$ cat src/inc/p6hs_pkg.sv
// Package of constants and types shared by the port-6 upper pin function select ends.
// What this block does
// RULE1 - Low pair register: pin5 bits 6-4, pin4 2-0
// RULE2 - High pair register: pin7 bits 6-4, pin6 2-0
// RULE3 - Bits 7 and 3 read zero, written zero
// RULE4 - Pin5 codes 001-100: ext_interrupt_req_5, async clocks, sync clock
// RULE5 - Pin5 101 timer d0 b1, 110 d1 disable
// RULE6 - Pin4 codes 001-100: ext_interrupt_req_4, disable, timer c, data
// RULE7 - Pin4 101 timer d0 a1, 110 timer a
// RULE8 - Pin7 codes 001-100: ext_interrupt_req_7, transmit outputs, sync io
// RULE9 - Pin7 101 timer d0 d1, 110 converter2 trigger
// RULE10 - Pin6 codes 001-100: ext_interrupt_req_6, receive inputs, chip select
// RULE11 - Pin6 101 timer d0 c1, 110 converter1 trigger
// RULE12 - Timer c code optional, software avoids it
// RULE13 - Small variants: pin5 code 110 unavailable
// RULE14 - Without converter2: pin7 code 110 unavailable
// RULE15 - No open drain for sync clock/data outputs
// RULE16 - No open drain for chip select output
// RULE17 - Codes 000 and 111 route nothing
// RULE18 - Route pin only to chosen peripheral
package p6hs_pkg;

	// Register byte addresses.
	localparam logic [23:0] P6HS_LOW_PAIR_ADDR = 24'hff0056;
	localparam logic [23:0] P6HS_HIGH_PAIR_ADDR = 24'hff0057;
	localparam logic [7:0] P6HS_RESET_VALUE = 8'h55;
	// Field positions.
	localparam int P6HS_UPPER_LSB = 4;
	localparam int P6HS_LOWER_LSB = 0;
	localparam int P6HS_FIELD_W = 3;
	// Selector codes.
	localparam logic [2:0] P6HS_CODE_NONE0 = 3'h0;
	localparam logic [2:0] P6HS_CODE_IRQ = 3'h1;
	localparam logic [2:0] P6HS_CODE_SEL2 = 3'h2;
	localparam logic [2:0] P6HS_CODE_SEL3 = 3'h3;
	localparam logic [2:0] P6HS_CODE_SYNC = 3'h4;
	localparam logic [2:0] P6HS_CODE_TIMER_D = 3'h5;
	localparam logic [2:0] P6HS_CODE_SEL6 = 3'h6;
	localparam logic [2:0] P6HS_CODE_NONE7 = 3'h7;
	localparam logic [2:0] P6HS_DEFAULT_CODE = 3'h5;
	// Number of routed pins, pin 4 at index 0.
	localparam int P6HS_PINS = 4;
	// Functions per pin, one per legal code 1..6.
	localparam int P6HS_FUNCS = 6;

	// Per-function peripheral side signals, index = code - 1.
	typedef struct packed {
		logic [P6HS_FUNCS-1:0] out;
		logic [P6HS_FUNCS-1:0] oe;
	} p6hs_periph_drive_t;

endpackage : p6hs_pkg

$ cat src/inc/p6hs_if.sv
// Interface joining the register master end and the pin routing end.
`timescale 1ns/1ps
interface p6hs_if;
	import p6hs_pkg::*;
	logic wr_en; // Write strobe, one cycle.
	logic rd_en; // Read strobe, one cycle.
	logic [23:0] addr; // Byte address.
	logic [7:0] wdata; // Write data.
	logic [7:0] rdata; // Read data, valid the cycle after rd_en.
	logic rvalid; // Read data valid pulse.
	modport device (input wr_en, input rd_en, input addr, input wdata, output rdata, output rvalid);
	modport master (output wr_en, output rd_en, output addr, output wdata, input rdata, input rvalid);
endinterface : p6hs_if

$ cat src/rtl/p6hs_router.sv
// Device end: the two selector registers and the pin-to-peripheral routing for port 6 pins 4 to 7.
`timescale 1ns/1ps
module p6hs_router #(
	parameter bit HAS_TIMER_C = 1'b1, // Variant has timer C.
	parameter bit HAS_TIMER_D1 = 1'b1, // Variant has timer D unit 1.
	parameter bit HAS_CONVERTER2 = 1'b1 // Variant has the second converter.
) (
	input wire logic clock_in,
	input wire logic srst_in,
	p6hs_if.device bus,
	// Pin side, index 0 is pin 4 up to index 3 for pin 7.
	input wire logic [p6hs_pkg::P6HS_PINS-1:0] pin_in,
	output logic [p6hs_pkg::P6HS_PINS-1:0] pin_out,
	output logic [p6hs_pkg::P6HS_PINS-1:0] pin_oe_out,
	// Peripheral drive, one packed entry per pin, function index = code - 1.
	input wire p6hs_pkg::p6hs_periph_drive_t [p6hs_pkg::P6HS_PINS-1:0] periph_drive_in,
	// Peripheral input, one bit per pin and function; unselected ones held low.
	output logic [p6hs_pkg::P6HS_PINS-1:0][p6hs_pkg::P6HS_FUNCS-1:0] periph_in_out,
	output logic [7:0] low_pair_out,
	output logic [7:0] high_pair_out
);
	import p6hs_pkg::*;

	// All state of the device end.
	typedef struct packed {
		logic [P6HS_PINS-1:0][P6HS_FIELD_W-1:0] field; // Fields for pins 4..7.
		logic [7:0] rdata;
		logic rvalid;
		logic [P6HS_PINS-1:0] pin_sync1; // First synchroniser stage.
		logic [P6HS_PINS-1:0] pin_sync2; // Second synchroniser stage.
		logic [P6HS_PINS-1:0] pout;
		logic [P6HS_PINS-1:0] poe;
		logic [P6HS_PINS-1:0][P6HS_FUNCS-1:0] pin_route;
	} p6hs_rstate_t;

	p6hs_rstate_t st; // Registered state.
	p6hs_rstate_t next_st; // Next state.

	// Legal codes map to one-hot function select; prohibited and missing ones map to nothing.
	function automatic logic [P6HS_FUNCS-1:0] p6hs_decode(input logic [2:0] code, input int pin);
		logic [P6HS_FUNCS-1:0] hot;
		hot = '0;
		if (code != P6HS_CODE_NONE0 && code != P6HS_CODE_NONE7) begin // RULE17
			hot[code - 3'h1] = 1'b1; // RULE4 RULE6 RULE8 RULE10 RULE5 RULE7 RULE9 RULE11
		end
		// Routings absent from the variant are left unconnected.
		if (pin == 0 && code == P6HS_CODE_SEL3 && !HAS_TIMER_C) begin
			hot = '0; // RULE12
		end
		if (pin == 1 && code == P6HS_CODE_SEL6 && !HAS_TIMER_D1) begin
			hot = '0; // RULE13
		end
		if (pin == 3 && code == P6HS_CODE_SEL6 && !HAS_CONVERTER2) begin
			hot = '0; // RULE14
		end
		return hot;
	endfunction : p6hs_decode

	////////////////////////////////////////////////////////////////////////
	// Register access and routing; every output is registered, so drive routing adds one cycle and pin input routing three, through the synchroniser.
	always_comb begin
		logic [P6HS_FUNCS-1:0] sel;
		sel = '0;
		next_st = st;
		next_st.rvalid = 1'b0;
		next_st.pin_sync1 = pin_in;
		next_st.pin_sync2 = st.pin_sync1;
		// Writes store only the field bits; reserved bits are dropped.
		if (bus.wr_en) begin
			if (bus.addr == P6HS_LOW_PAIR_ADDR) begin
				next_st.field[0] = bus.wdata[P6HS_LOWER_LSB +: P6HS_FIELD_W]; // RULE1
				next_st.field[1] = bus.wdata[P6HS_UPPER_LSB +: P6HS_FIELD_W]; // RULE1
			end else if (bus.addr == P6HS_HIGH_PAIR_ADDR) begin
				next_st.field[2] = bus.wdata[P6HS_LOWER_LSB +: P6HS_FIELD_W]; // RULE2
				next_st.field[3] = bus.wdata[P6HS_UPPER_LSB +: P6HS_FIELD_W]; // RULE2
			end
		end
		// Reads answer next cycle; bits 7 and 3 are zero; unmapped addresses read zero.
		if (bus.rd_en) begin
			next_st.rvalid = 1'b1;
			if (bus.addr == P6HS_LOW_PAIR_ADDR) begin
				next_st.rdata = {1'b0, st.field[1], 1'b0, st.field[0]}; // RULE3
			end else if (bus.addr == P6HS_HIGH_PAIR_ADDR) begin
				next_st.rdata = {1'b0, st.field[3], 1'b0, st.field[2]}; // RULE3
			end else begin
				next_st.rdata = 8'h00;
			end
		end
		// Each pin is steered to its selected function only.
		for (int p = 0; p < P6HS_PINS; p++) begin
			sel = p6hs_decode(st.field[p], p);
			next_st.pin_route[p] = sel & {P6HS_FUNCS{st.pin_sync2[p]}}; // RULE18
			next_st.pout[p] = |(sel & periph_drive_in[p].out); // RULE18
			next_st.poe[p] = |(sel & periph_drive_in[p].oe); // RULE18
		end
	end

	// State register; reset gives the default timer D routing on all four pins.
	always_ff @(posedge clock_in) begin
		if (srst_in) begin
			st <= '0;
			st.field <= {P6HS_PINS{P6HS_DEFAULT_CODE}}; // RULE1 RULE2
		end else begin
			st <= next_st;
		end
	end

	assign bus.rdata = st.rdata;
	assign bus.rvalid = st.rvalid;
	assign pin_out = st.pout;
	assign pin_oe_out = st.poe;
	assign periph_in_out = st.pin_route;
	assign low_pair_out = {1'b0, st.field[1], 1'b0, st.field[0]};
	assign high_pair_out = {1'b0, st.field[3], 1'b0, st.field[2]};

endmodule : p6hs_router

$ cat src/flat_wrapper.sv
// flat-port wrapper written by rule: the top's interface ports become plain ports
module p6hs_router_flat import p6hs_pkg::*;
#(
	parameter bit HAS_TIMER_C = 1'b1,                        
	parameter bit HAS_TIMER_D1 = 1'b1,                               
	parameter bit HAS_CONVERTER2 = 1'b1                                     
)
  (clock_in, srst_in, pin_in, pin_out, pin_oe_out, periph_drive_in, periph_in_out, low_pair_out, high_pair_out, bus_wr_en, bus_rd_en, bus_addr, bus_wdata, bus_rdata, bus_rvalid);
  p6hs_if bus_i ();
  input wire logic clock_in;
  input wire logic srst_in;
  input wire logic [p6hs_pkg::P6HS_PINS-1:0] pin_in;
  output logic [p6hs_pkg::P6HS_PINS-1:0] pin_out;
  output logic [p6hs_pkg::P6HS_PINS-1:0] pin_oe_out;
  input wire p6hs_pkg::p6hs_periph_drive_t [p6hs_pkg::P6HS_PINS-1:0] periph_drive_in;
  output logic [p6hs_pkg::P6HS_PINS-1:0][p6hs_pkg::P6HS_FUNCS-1:0] periph_in_out;
  output logic [7:0] low_pair_out;
  output logic [7:0] high_pair_out;
  input wire logic [$bits(bus_i.wr_en)-1:0] bus_wr_en;
  input wire logic [$bits(bus_i.rd_en)-1:0] bus_rd_en;
  input wire logic [$bits(bus_i.addr)-1:0] bus_addr;
  input wire logic [$bits(bus_i.wdata)-1:0] bus_wdata;
  output wire logic [$bits(bus_i.rdata)-1:0] bus_rdata;
  output wire logic [$bits(bus_i.rvalid)-1:0] bus_rvalid;
  assign bus_i.wr_en = bus_wr_en;
  assign bus_i.rd_en = bus_rd_en;
  assign bus_i.addr = bus_addr;
  assign bus_i.wdata = bus_wdata;
  assign bus_rdata = bus_i.rdata;
  assign bus_rvalid = bus_i.rvalid;
  p6hs_router #(.HAS_TIMER_C(HAS_TIMER_C), .HAS_TIMER_D1(HAS_TIMER_D1), .HAS_CONVERTER2(HAS_CONVERTER2)) u_core (.clock_in(clock_in), .srst_in(srst_in), .bus(bus_i), .pin_in(pin_in), .pin_out(pin_out), .pin_oe_out(pin_oe_out), .periph_drive_in(periph_drive_in), .periph_in_out(periph_in_out), .low_pair_out(low_pair_out), .high_pair_out(high_pair_out));
endmodule
$ cat config.mk
export PLATFORM = sky130hd
export DESIGN_NAME = p6hs_router_flat
export DESIGN_NICKNAME = d
export VERILOG_FILES = /design/src/inc/p6hs_pkg.sv /design/src/inc/p6hs_if.sv /design/src/rtl/p6hs_router.sv /design/src/flat_wrapper.sv
export SDC_FILE = /design/constraint.sdc
export NUM_CORES = 1
export LEC_CHECK = 0
export BUFFER_PORTS_ARGS = -buffer_cell sky130_fd_sc_hd__buf_2
export CORE_ASPECT_RATIO = 1.2
export CORE_MARGIN = 10
export CORE_UTILIZATION = 52
export CTS_BUF_LIST = sky130_fd_sc_hd__clkbuf_8
export DETAILED_ROUTE_END_ITERATION = 8
export PLACE_DENSITY = 0.89
export SETUP_SLACK_MARGIN = 0.3
export SYNTH_ARGS = -nofsm -noshare
export SYNTH_HDL_FRONTEND = slang
export SYNTH_SLANG_ARGS = --single-unit
$ cat constraint.sdc
create_clock -name clock_in -period 4.5 [get_ports clock_in]
set_clock_uncertainty 0.15 [all_clocks]
set_input_delay 1.125 -clock clock_in [delete_from_list [all_inputs] [get_ports clock_in]]
set_output_delay 1.125 -clock clock_in [all_outputs]
set_load 0.02 [all_outputs]
-- Word level (Yosys, flattened, before mapping)
Cells that the tools add are included.
- word-level logic and storage cells: 82
- bits in registers: 61
- output and inout port bits: 57
- bits of input ports: 88
- bitwise logic cells: 13
- equality and inequality tests: 6
- add/sub/neg operators: 4
- mux-type cells: 15
- reduce and logical (&&, ||, !) cells: 22
- magnitude comparators: 8
- operator list (cell ; number):
    $and A6 B6 Y6 ; 12
    $eq A24 B24 Y1 const B ; 2
    $reduce_or A6 Y1 ; 8
    $mux W6 ; 4
    $lt A3 B4 Y1 const B ; 4
    $mux W7 ; 2
    $demux W1 S3 ; 4
    $ge A3 B1 Y1 const B ; 4
    $ne A3 B3 Y1 const B ; 4
    $reduce_bool A3 Y1 ; 4
    $sub A3 B1 Y3 const B ; 4
    $logic_and A1 B1 Y1 ; 8
    $mux W1 ; 5
    $reduce_and A3 Y1 ; 1
    $reduce_and A2 Y1 ; 1
    $not A1 Y1 ; 1

-- Logic depth before layout (Yosys ltp)
Gate-level depths: netlist of run 1.
- depth after elaboration: 8
- mapped depth: 8
- gate-level depth less buffers: 6

-- Worst setup path before layout of run 1
No wires, ideal clock.
- path kind: in2reg
- from: input bus_addr[9]
- to: register u_core.st (netlist bit u_core.high_pair_out[0])
- path buffers: 0
- setup time: 0.124 ns
- data required time: 4.226 ns
- setup slack: 1.641 ns
- stages: 4
- arrival: 2.586 ns
- path through: or4b_4 > nor4_4 > nand2_1 > mux2i_1
- longest elaborated chain between the ends: 3
- elaborated cells on any way between the ends: 4
- classes of those cells: eq/ne (2); bitwise (1); reduce/logical (1)
- ends and longest elaborated chain (what ; RTL line ; RTL):
    from (decl) ; flat_wrapper.sv:21 ; input wire logic [$bits(bus_i.addr)-1:0] bus_addr;
    $eq A24 B24 Y1 ; p6hs_router.sv:70 ; if (bus.addr == P6HS_LOW_PAIR_ADDR) begin
    $not A1 Y1 (no source line) ; - ;
    $reduce_and A3 Y1 (no source line) * ; - ;
    to (signal assigned) ; p6hs_router.sv:104 ; st <= next_st;
    to (decl) ; p6hs_router.sv:36 ; p6hs_rstate_t st;
Every way passes the cells marked *; elsewhere a longest branch is shown, timed or not.
A chain may end at the register's enable or synchronous reset.

-- Final worst setup path of run 1
Same ends and word-level chain as after synthesis.

==> results of run 1 <==
[stage by stage]
stage / instance area, sq um / util, % / setup WS (ns) / hold slack (ns) / instances
3_3_place_gp: 3311 / 58.80 / 1.385 / 0.2665 / 468
4_1_cts: 3478 / 61.78 / 1.680 / 0.2852 / 482
6_report: 3478 / 61.78 / 1.646 / 0.2868 / 482
3_5_place_dp: 3311 / 58.80 / 1.318 / 0.2720 / 468
2_1_floorplan: 3019 / - / 1.641 / 0.2638 / 337
5_1_grt: 3478 / 61.78 / 1.564 / 0.3050 / 482
[worst min path at each step]
stage,startpoint,to,slack [ns],depth (start not counted)
floorplan,u_core.next_st[32],u_core.st[32],0.26,1
global placement,u_core.next_st[32],u_core.st[32],0.27,1
detailed placement,u_core.next_st[34],u_core.st[34],0.27,1
CTS,u_core.next_st[34],u_core.st[34],0.29,1
global route,u_core.next_st[34],u_core.st[34],0.30,1
finish,u_core.next_st[34],u_core.st[34],0.29,1
[synthesized netlist by cell type, drive strengths merged (10+ instances only)]
| cell | n |
|---|---|
| nor2b | 10 |
| buf | 57 |
| mux2 | 10 |
| nand3 | 11 |
| nor2 | 38 |
| mux2i | 18 |
| a21oi | 14 |
| clkbuf | 12 |
| nand2 | 18 |
| dfxtp | 59 |
| o21ai | 12 |
[worst reg2reg max path, stage by stage, from the launching register on]
cell	delay (ns)
dfxtp_1	0.53
inv_1	0.20
ha_1	0.49
nor4bb_1	0.74
a221oi_1	0.20
nor3_1	0.25
[registers in the layout, indices dropped and copies added, names as in the netlist]
register              count
u_core.next_st            4
u_core.bus.rdata          6
u_core.high_pair_out      6
u_core.low_pair_out       6
u_core.pin_oe_out         4
u_core.pin_out            4
u_core.st                 4
u_core.periph_in_out     24
u_core.bus.rvalid         1
[metal layers]
metal	GRT usage (%)	vias to the layer above
met4	7.230	0
li1	-	1236
met2	28.76	101
met5	0	-
met1	16.82	1087
met3	7.288	10
[cell families (layout without fill, tap and decap cells)]
| kind of cell | Yosys count | count (layout) | synth area share, % |
|---|---|---|---|
| adders and majority gates | 8 | 8 | 3.336 |
| muxes | 30 | 30 | 11.26 |
| AOI/OAI and AO/OA | 34 | 34 | 6.547 |
| and+or+nand+nor | 122 | 122 | 22.60 |
| other | 1 | 6 | 0.1250 |
| buffers and inverters | 78 | 159 | 16.76 |
| DFF | 59 | 59 | 39.37 |
[power breakdown]
| part | internal (W) | switching, W | leakage [nW] |
|---|---|---|---|
| logic | 0.0000446 | 0.0000442 | 1.24 |
| clock network | 0.000220 | 0.000187 | 0.0885 |
| registers | 0.000531 | 0.00000190 | 0.480 |
| total | 0.000796 | 0.000233 | 1.81 |
[cell type report]
| class | count | area (sq um) |
|---|---|---|
| Fill cell | 508 | 2152 |
| Multi-Input combinational cell | 200 | 1335 |
| Sequential cell | 59 | 1181 |
| Timing Repair Buffer | 136 | 680.7 |
| Clock buffer | 11 | 151.4 |
| Tap cell | 64 | 80.08 |
| Inverter | 9 | 33.78 |
| Clock inverter | 3 | 16.27 |
==> reports/summary.txt, run 1 <==
status = complete, no violations
Static Leak = 1.810 nW
largest cells by area after synthesis = dfxtp_1, buf_4, mux2i_1
n_diodes = 0
initial antenna violation count = 0
vias = 2,434
Final Hold Viols = 0
share of cells above drive strength 1 = 39.71%
maximum fanout along the worst path = 10
Core ar. = 0.005630 sq mm
Worst-Skew Late Latency = 0.32 ns
antenna-violating nets left = 0
Mean Syn Cell Area = 9.037 sq um
Tmin final = 2.854 ns
power per cell area = 295.9 mW/mm^2
RR Endpoint = u_core.pin_oe_out[2]
IO Count = 145
postcts setup bufs = 0
first-pass GRT wire length = 11,850 microns
Wirelength per Cell = 15.74 microns
Seq/Total Area, Yosys = 39.37%
TNS Setup = 0 ns
post-synth top area share = 39.37%
clock sinks = 59
Total GRT Usage = 16.59%
vias in the first global route = 2,619
Reg clk slew, reported paths = 0.06 ns
initial core utilization = 53.29%
Final setup viols = 0
critical path type = input pin to flop
CTS Buffer Depth = 2
Async SR Flop Fraction = 0%
fmax = 350.4 MHz
max cap viols = 0
Worst Tran Pin Value = 0.7816 ns
CTS root buffer = clkbuf_8
area grow syn2layout = 15.93%
Reg-to-Reg Start = u_core.high_pair_out[0]
worst min-delay path class = flop to flop
H-Tree Depth = 3
metal2 WL = 3739 microns
most common cell after layout, fill and taps aside = buf_2
CTS buffer count = 9
Vias/cell = 5.050
Synth Register Bits = 59
Power, Total = 0.001029 W
final routed DRC violation total = 0
DP Wirelength = 6154 microns
CTS Hold Bufs = 0
M1 WL = 2919 microns
Worst Path Required = 4.55 ns
Final nets = 511
WP depth = 5
number of gates resized after cts = 0
Die Wd = 89.34 microns
crit path buf inv count = 1
Die Ht = 103.2 microns
mapped cell area = 0.003000 sq mm
Post-synth EDFFs = 0
# port buffers = 136
Critical Path Source = bus_addr[9]
total congestion overflow = 0
RSZ-0062 raised after global routing = false
synth unique cells = 37
largest net degree at the start of global routing = 43
Largest delay share family, worst path = simple AND/OR/NAND/NOR gates
Synth warnings = 0
CP Capture Point = u_core.high_pair_out[0]
Worst R2R Path Depth = 5
wire length on met3 = 763 microns
Max VDD drop = 0.1627 mV
Yosys top cell by area = dfxtp_1
Total Routed Length = 7586 microns
Max Used Layer = met4
Post-Synthesis Cells = 332
initial drt markers = 87
Slew Viols, Final = 0
row cnt = 30
commonest non-fill, non-tap cells in the layout = buf_2, dfxtp_1, nor2_1, nand2_1, mux2i_1
CTS tree = done
Pre-Repair DR Iteration Count = 4
CP endpoint kind = flop
die area = 0.009221 sq mm
Slowest-stage cell, CP = nor4_4
main flop type after synthesis = dfxtp_1
Startpoint Class = input pin
slack of the worst reg-to-reg path = 1.86 ns
slowest stage delay, CP = 0.63 ns
crit-path cells = buf_2 -> or4b_4 -> nor4_4 -> nand2_1 -> mux2i_1
Worst Path Arrival = 2.90 ns
worst rel slew slack = 47.18%
placer congestion estimate = 0.8346
Final period util = 63.43%
Power figures use the tool's default switching activity.
==> run 2, diff against run 1 <==
ABC_AREA = 1   (was default)
CORE_UTILIZATION = 45   (was 52)
PLACE_DENSITY = 0.8   (was 0.89)
clock period = 2.56 ns   (was 4.5 ns; I/O delays follow)
==> run 2 against run 1 <==
Against the previous run: power grew 96%; non-clock buffer count grew 2; clock power grew 120%; register-to-register slack lost 1.2 ns; die area grew 22%; core utilization shrank 7.6 points; critical path type is now flop to flop; largest cell class unchanged; largest power group unchanged.
==> reports/summary.txt, run 2 <==
Slew Viols, Final = 0
CTS Hold Bufs = 0
status = complete, no violations
largest net degree at the start of global routing = 24
CTS buffer count = 9
n_diodes = 0
final routed DRC violation total = 0
Comb pwr share = 8.6%
DP Wirelength = 7249 microns
Yosys top cell by area = dfxtp_1
RR Endpoint = u_core.pin_oe_out[2]
CTS root buffer = clkbuf_8
Setup WS pre-CTS = 0.5549 ns
area grow syn2layout = 18.09%
Seq/Total Area, Yosys = 35.58%
largest cells by area after synthesis = dfxtp_1, buf_4, nand2_1
initial core utilization = 45.90%
main flop type after synthesis = dfxtp_1
H-Tree Depth = 3
Tmin final = 1.865 ns
Total Routed Length = 8730 microns
Synth warnings = 0
TNS Setup = 0 ns
Worst Path Arrival = 1.98 ns
Die Wd = 98.41 microns
most common library cells after synthesis = nand2_1, nor2_1, dfxtp_1, inv_1, buf_4
initial drt markers = 184
Final nets = 665
Startpoint Class = flop
Max VDD drop = 0.2748 mV
Reg clk slew, reported paths = 0.06 ns
Synth Register Bits = 59
clock sinks = 59
Mean Syn Cell Area = 6.988 sq um
mapped cell area = 0.003319 sq mm
crit-path cells = inv_1 -> ha_1 -> inv_1 -> nand3_1 -> nor2_1 -> nand2_1 -> nand2_1 -> nor2_1 -> a21oi_1
most common cell after layout, fill and taps aside = buf_2
maximum fanout along the worst path = 6
Die Ht = 114.1 microns
Final period util = 72.87%
Async SR Flop Fraction = 0%
postcts setup bufs = 0
Worst-Skew Late Latency = 0.34 ns
CTS Buffer Depth = 2
sequential share of power = 46.8%
placer congestion estimate = 0.8433
Final WS setup = 0.6946 ns
power per cell area = 514.2 mW/mm^2
row cnt = 34
Final setup viols = 0
max reg flops = 24
CP endpoint kind = flop
commonest non-fill, non-tap cells in the layout = buf_2, nand2_1, nor2_1, inv_1, dfxtp_1
synth unique cells = 23
WP depth = 9
slowest stage delay, CP = 0.44 ns
internal power = 0.001552 W
Clk pwr share = 44.6%
Total GRT Usage = 15.05%
Largest delay share family, worst path = simple AND/OR/NAND/NOR gates
vias = 3,094
Static Leak = 2.223 nW
Post-synth EDFFs = 0
share of cells above drive strength 1 = 31.88%
CP Capture Point = u_core.pin_oe_out[2]
die area = 0.01123 sq mm
Worst Path Required = 2.67 ns
RSZ-0062 raised after global routing = false
slack of the worst reg-to-reg path = 0.69 ns
Reg-to-Reg Start = u_core.high_pair_out[0]
Vias/cell = 4.660
post-synth top area share = 35.58%
Post-Synthesis Cells = 475
P_sw = 0.0004639 W
vias in the first global route = 3,082
Slowest-stage cell, CP = dfxtp_1
# port buffers = 136
antenna-violating nets left = 0
Worst R2R Path Depth = 9
critical path type = flop to flop
Final Hold Viols = 0
initial antenna violation count = 0
total congestion overflow = 0
first-pass GRT wire length = 14,150 microns
Wirelength per Cell = 13.15 microns
crit path buf inv count = 2
max cap viols = 0
IO Count = 145
Pre-Repair DR Iteration Count = 4
Critical Path Source = u_core.high_pair_out[0]
Switching Share = 23.02%
worst min-delay path class = flop to flop
Core ar. = 0.007232 sq mm
number of gates resized after cts = 0
most frequent cell after synthesis = nand2_1
fmax = 536.1 MHz
CTS tree = done
run 2: cell types whose count changed in the layout (fill, tap and decap cells not counted), moves of 12 or more:
cell,before,now
nor2_1,38,62
nand2_1,18,106
o21ai_0,12,0
nand3_1,11,46
mux2i_1,18,0
inv_1,9,60
run 2: final cells by class:
class                           instances  area [sq um]
Fill cell                             722          3312
Multi-Input combinational cell        298          1485
Clock buffer                            9         123.9
Tap cell                               90         112.6
Sequential cell                        59          1181
Clock inverter                          7         85.08
Inverter                               63         236.5
Timing Repair Buffer                  138         695.7
run 2: kinds of logic after synthesis:
family                     Yosys count  share of synthesized area [%]
and+or+nand+nor                    272                          38.79
AOI/OAI and AO/OA                    8                          1.206
adders and majority gates            8                          3.016
DFF                                 59                          35.58
other                                1                         0.1130
buffers and inverters              123                          20.24
xor gates and xnor gates             4                          1.055
run 2: power groups by stage:
stage / logic, W / clock network, W / registers [W]
2_1_floorplan: 0.000104 / 0 / 0.000964
3_3_place_gp: 0.000170 / 0 / 0.000964
3_5_place_dp: 0.000174 / 0 / 0.000964
4_1_cts: 0.000175 / 0.000919 / 0.000943
5_1_grt: 0.000193 / 0.000963 / 0.000944
6_report: 0.000173 / 0.000899 / 0.000943
run 2: worst min path at each step:
stage,start,to,slack [ns],cells past startpoint
2_1_floorplan,u_core.next_st[32],u_core.st[32],0.24,2
3_3_place_gp,u_core.next_st[33],u_core.st[33],0.24,2
3_5_place_dp,u_core.next_st[33],u_core.st[33],0.24,2
4_1_cts,u_core.next_st[33],u_core.st[33],0.25,2
5_1_grt,u_core.next_st[34],u_core.st[34],0.26,2
6_report,u_core.next_st[34],u_core.st[34],0.25,2
run 2: per-layer routing:
layer	up-vias	GRT usage, %	wire length, microns
met5	-	0	0
met4	0	5.742	125
li1	1612	-	-
met3	9	5.616	770
met2	108	27.35	4443
met1	1365	15.26	3390
run 2: metrics by stage:
step | power (W) | utilization (%) | std cells | instance area [sq um] | hold slack (ns)
CTS | 0.002037 | 54.20 | 664 | 3920 | 0.2538
floorplan | 0.001068 | - | 480 | 3338 | 0.2383
global route | 0.002100 | 54.20 | 664 | 3920 | 0.2610
detailed placement | 0.001138 | 51.31 | 648 | 3711 | 0.2450
global placement | 0.001134 | 51.31 | 648 | 3711 | 0.2416
finish | 0.002015 | 54.20 | 664 | 3920 | 0.2521
run 2: worst reg2reg max path, cell delays in order, from the launching register on:
cell,delay [ns]
dfxtp_1,0.44
inv_1,0.11
ha_1,0.32
inv_1,0.13
nand3_1,0.16
nor2_1,0.16
nand2_1,0.07
nand2_1,0.07
nor2_1,0.04
a21oi_1,0.14
==> run 3, diff against run 2 <==
clock period = 1.7 ns   (was 2.56 ns; I/O delays follow)
==> run 3 against run 2 <==
Against the previous run: sequential share of layout area is 6.9 points lower; register-to-register slack worse by 0.57 ns; core utilization is 19 points higher; cell area is 35% higher; hold slack worse by 0.11 ns; die area stayed put; power is 49% higher; flip-flop and latch count stayed put; combinational power is 76% higher; final cell count is 8.4% higher; via count is 13% higher; critical path depth is 1 lower.
==> reports/summary.txt, run 3 (synthesis results as in run 2) <==
Pre-Repair DR Iteration Count = 6
multi-input logic area = 0.002146 sq mm
vias in the first global route = 3,725
Tmin final = 1.574 ns
# fillers = 517
die area = 0.01123 sq mm
CP Capture Point = u_core.pin_oe_out[2]
critical path type = flop to flop
share of cells above drive strength 1 = 55.40%
clock sinks = 59
first-pass GRT wire length = 17,080 microns
Worst Path Required = 1.76 ns
CTS Hold Bufs = 0
status = complete, no violations
max cap viols = 0
final routed DRC violation total = 0
RSZ-0062 raised after global routing = true
Worst Path Arrival = 1.64 ns
Vias/cell = 4.869
Reg clk slew, reported paths = 0.06 ns
initial antenna violation count = 0
Final period util = 92.60%
Placed Instances = 655
placer congestion estimate = 0.8156
maximum fanout along the worst path = 4
power per cell area = 565.3 mW/mm^2
Die Ht = 114.1 microns
vias = 3,506
row cnt = 34
n_diodes = 0
CTS tree = done
Wirelength per Cell = 15.21 microns
Non-Filler Instances = 720
slack of the worst reg-to-reg path = 0.13 ns
initial core utilization = 45.90%
most common cell after layout, fill and taps aside = nand2_1
Reg-to-Reg Start = u_core.high_pair_out[0]
Final Hold Viols = 0
area grow syn2layout = 59.82%
Final nets = 721
max reg flops = 24
TNS Setup = 0 ns
Startpoint Class = flop
# port buffers = 136
largest net degree at the start of global routing = 24
register area = 0.001235 sq mm
Max VDD drop = 0.7838 mV
RR Endpoint = u_core.pin_oe_out[2]
Total GRT Usage = 18.19%
antenna-violating nets left = 0
Die Wd = 98.41 microns
CTS buffer count = 9
Static Leak = 2.574 nW
Worst R2R Path Depth = 8
CTS Buffer Depth = 2
initial drt markers = 198
worst min-delay path class = input pin to flop
Final setup viols = 0
total congestion overflow = 0
commonest non-fill, non-tap cells in the layout = nand2_1, buf_2, buf_4, nor2_1, dfxtp_1
DP Wirelength = 7443 microns
CP endpoint kind = flop
WHS Path Cells = 3
CTS root buffer = clkbuf_8
Critical Path Source = u_core.high_pair_out[0]
Total Routed Length = 10,950 microns
H-Tree Depth = 3
IO Count = 145
Slew Viols, Final = 0
Worst-Skew Late Latency = 0.34 ns
Core ar. = 0.007232 sq mm
fmax = 635.2 MHz
==> run 3: routing by layer <==
layer | wire length [microns] | vias up | global-route usage (%)
met2 | 5543 | 145 | 31.77
met3 | 921 | 24 | 7.065
met4 | 285 | 0 | 8.995
met1 | 4203 | 1600 | 18.56
met5 | 0 | - | 0
li1 | - | 1737 | -
==> run 3: stage by stage <==
| step | instance area (sq um) | hold WS [ns] | total power (W) | worst slack [ns] | util, % |
|---|---|---|---|---|---|
| 4_1_cts | 4966 | 0.1254 | 0.003006 | 0.1951 | 68.67 |
| 2_1_floorplan | 3666 | 0.2383 | 0.001608 | 0.1892 | - |
| 3_3_place_gp | 4091 | 0.2390 | 0.001717 | 0.05589 | 56.57 |
| 3_5_place_dp | 4091 | 0.2471 | 0.001724 | 0.01418 | 56.57 |
| 6_report | 5305 | 0.1410 | 0.002999 | 0.1257 | 73.36 |
| 5_1_grt | 5305 | 0.1527 | 0.003109 | 0.02100 | 73.36 |
==> run 3: cell type report <==
class | count | share of cell area [%]
multi-input combinational | 299 | 40.45
timing repair buffer | 193 | 25.14
sequential | 59 | 23.28
inverter | 63 | 5.165
clock buffer | 11 | 2.854
tap | 90 | 2.123
clock inverter | 5 | 0.9906
==> run 3: worst max-delay path: stages, from the launching register on <==
cell and delay (ns):
dfxtp_4 0.38, inv_4 0.04, ha_4 0.19, xnor2_2 0.31, nor2_4 0.07, nand3_1 0.11
nand2_1 0.09, inv_1 0.06, a21oi_1 0.05
==> run 3: worst min-delay path by stage <==
stage	start	end	slack, ns
2_1_floorplan	u_core.next_st[32]	u_core.st[32]	0.24
6_report	pin_in[0]	u_core.next_st[32]	0.14
3_3_place_gp	u_core.next_st[33]	u_core.st[33]	0.24
4_1_cts	pin_in[0]	u_core.next_st[32]	0.13
5_1_grt	pin_in[3]	u_core.next_st[35]	0.15
3_5_place_dp	u_core.next_st[33]	u_core.st[33]	0.25
==> run 3: timing repair <==
item                                    in CTS  in global routing
pin swaps                                   39                 27
endpoints found under the setup margin      35                 70
buffers inserted                            37                 11
gates cloned                                 0                  1
resized for setup                          114                 66
==> run 3: power by group <==
group | switching [W] | total, W | internal [W]
Combinational | 0.000166 | 0.000305 | 0.000139
Clock | 0.000539 | 0.00129 | 0.000748
Sequential | 0.0000124 | 0.00141 | 0.00139
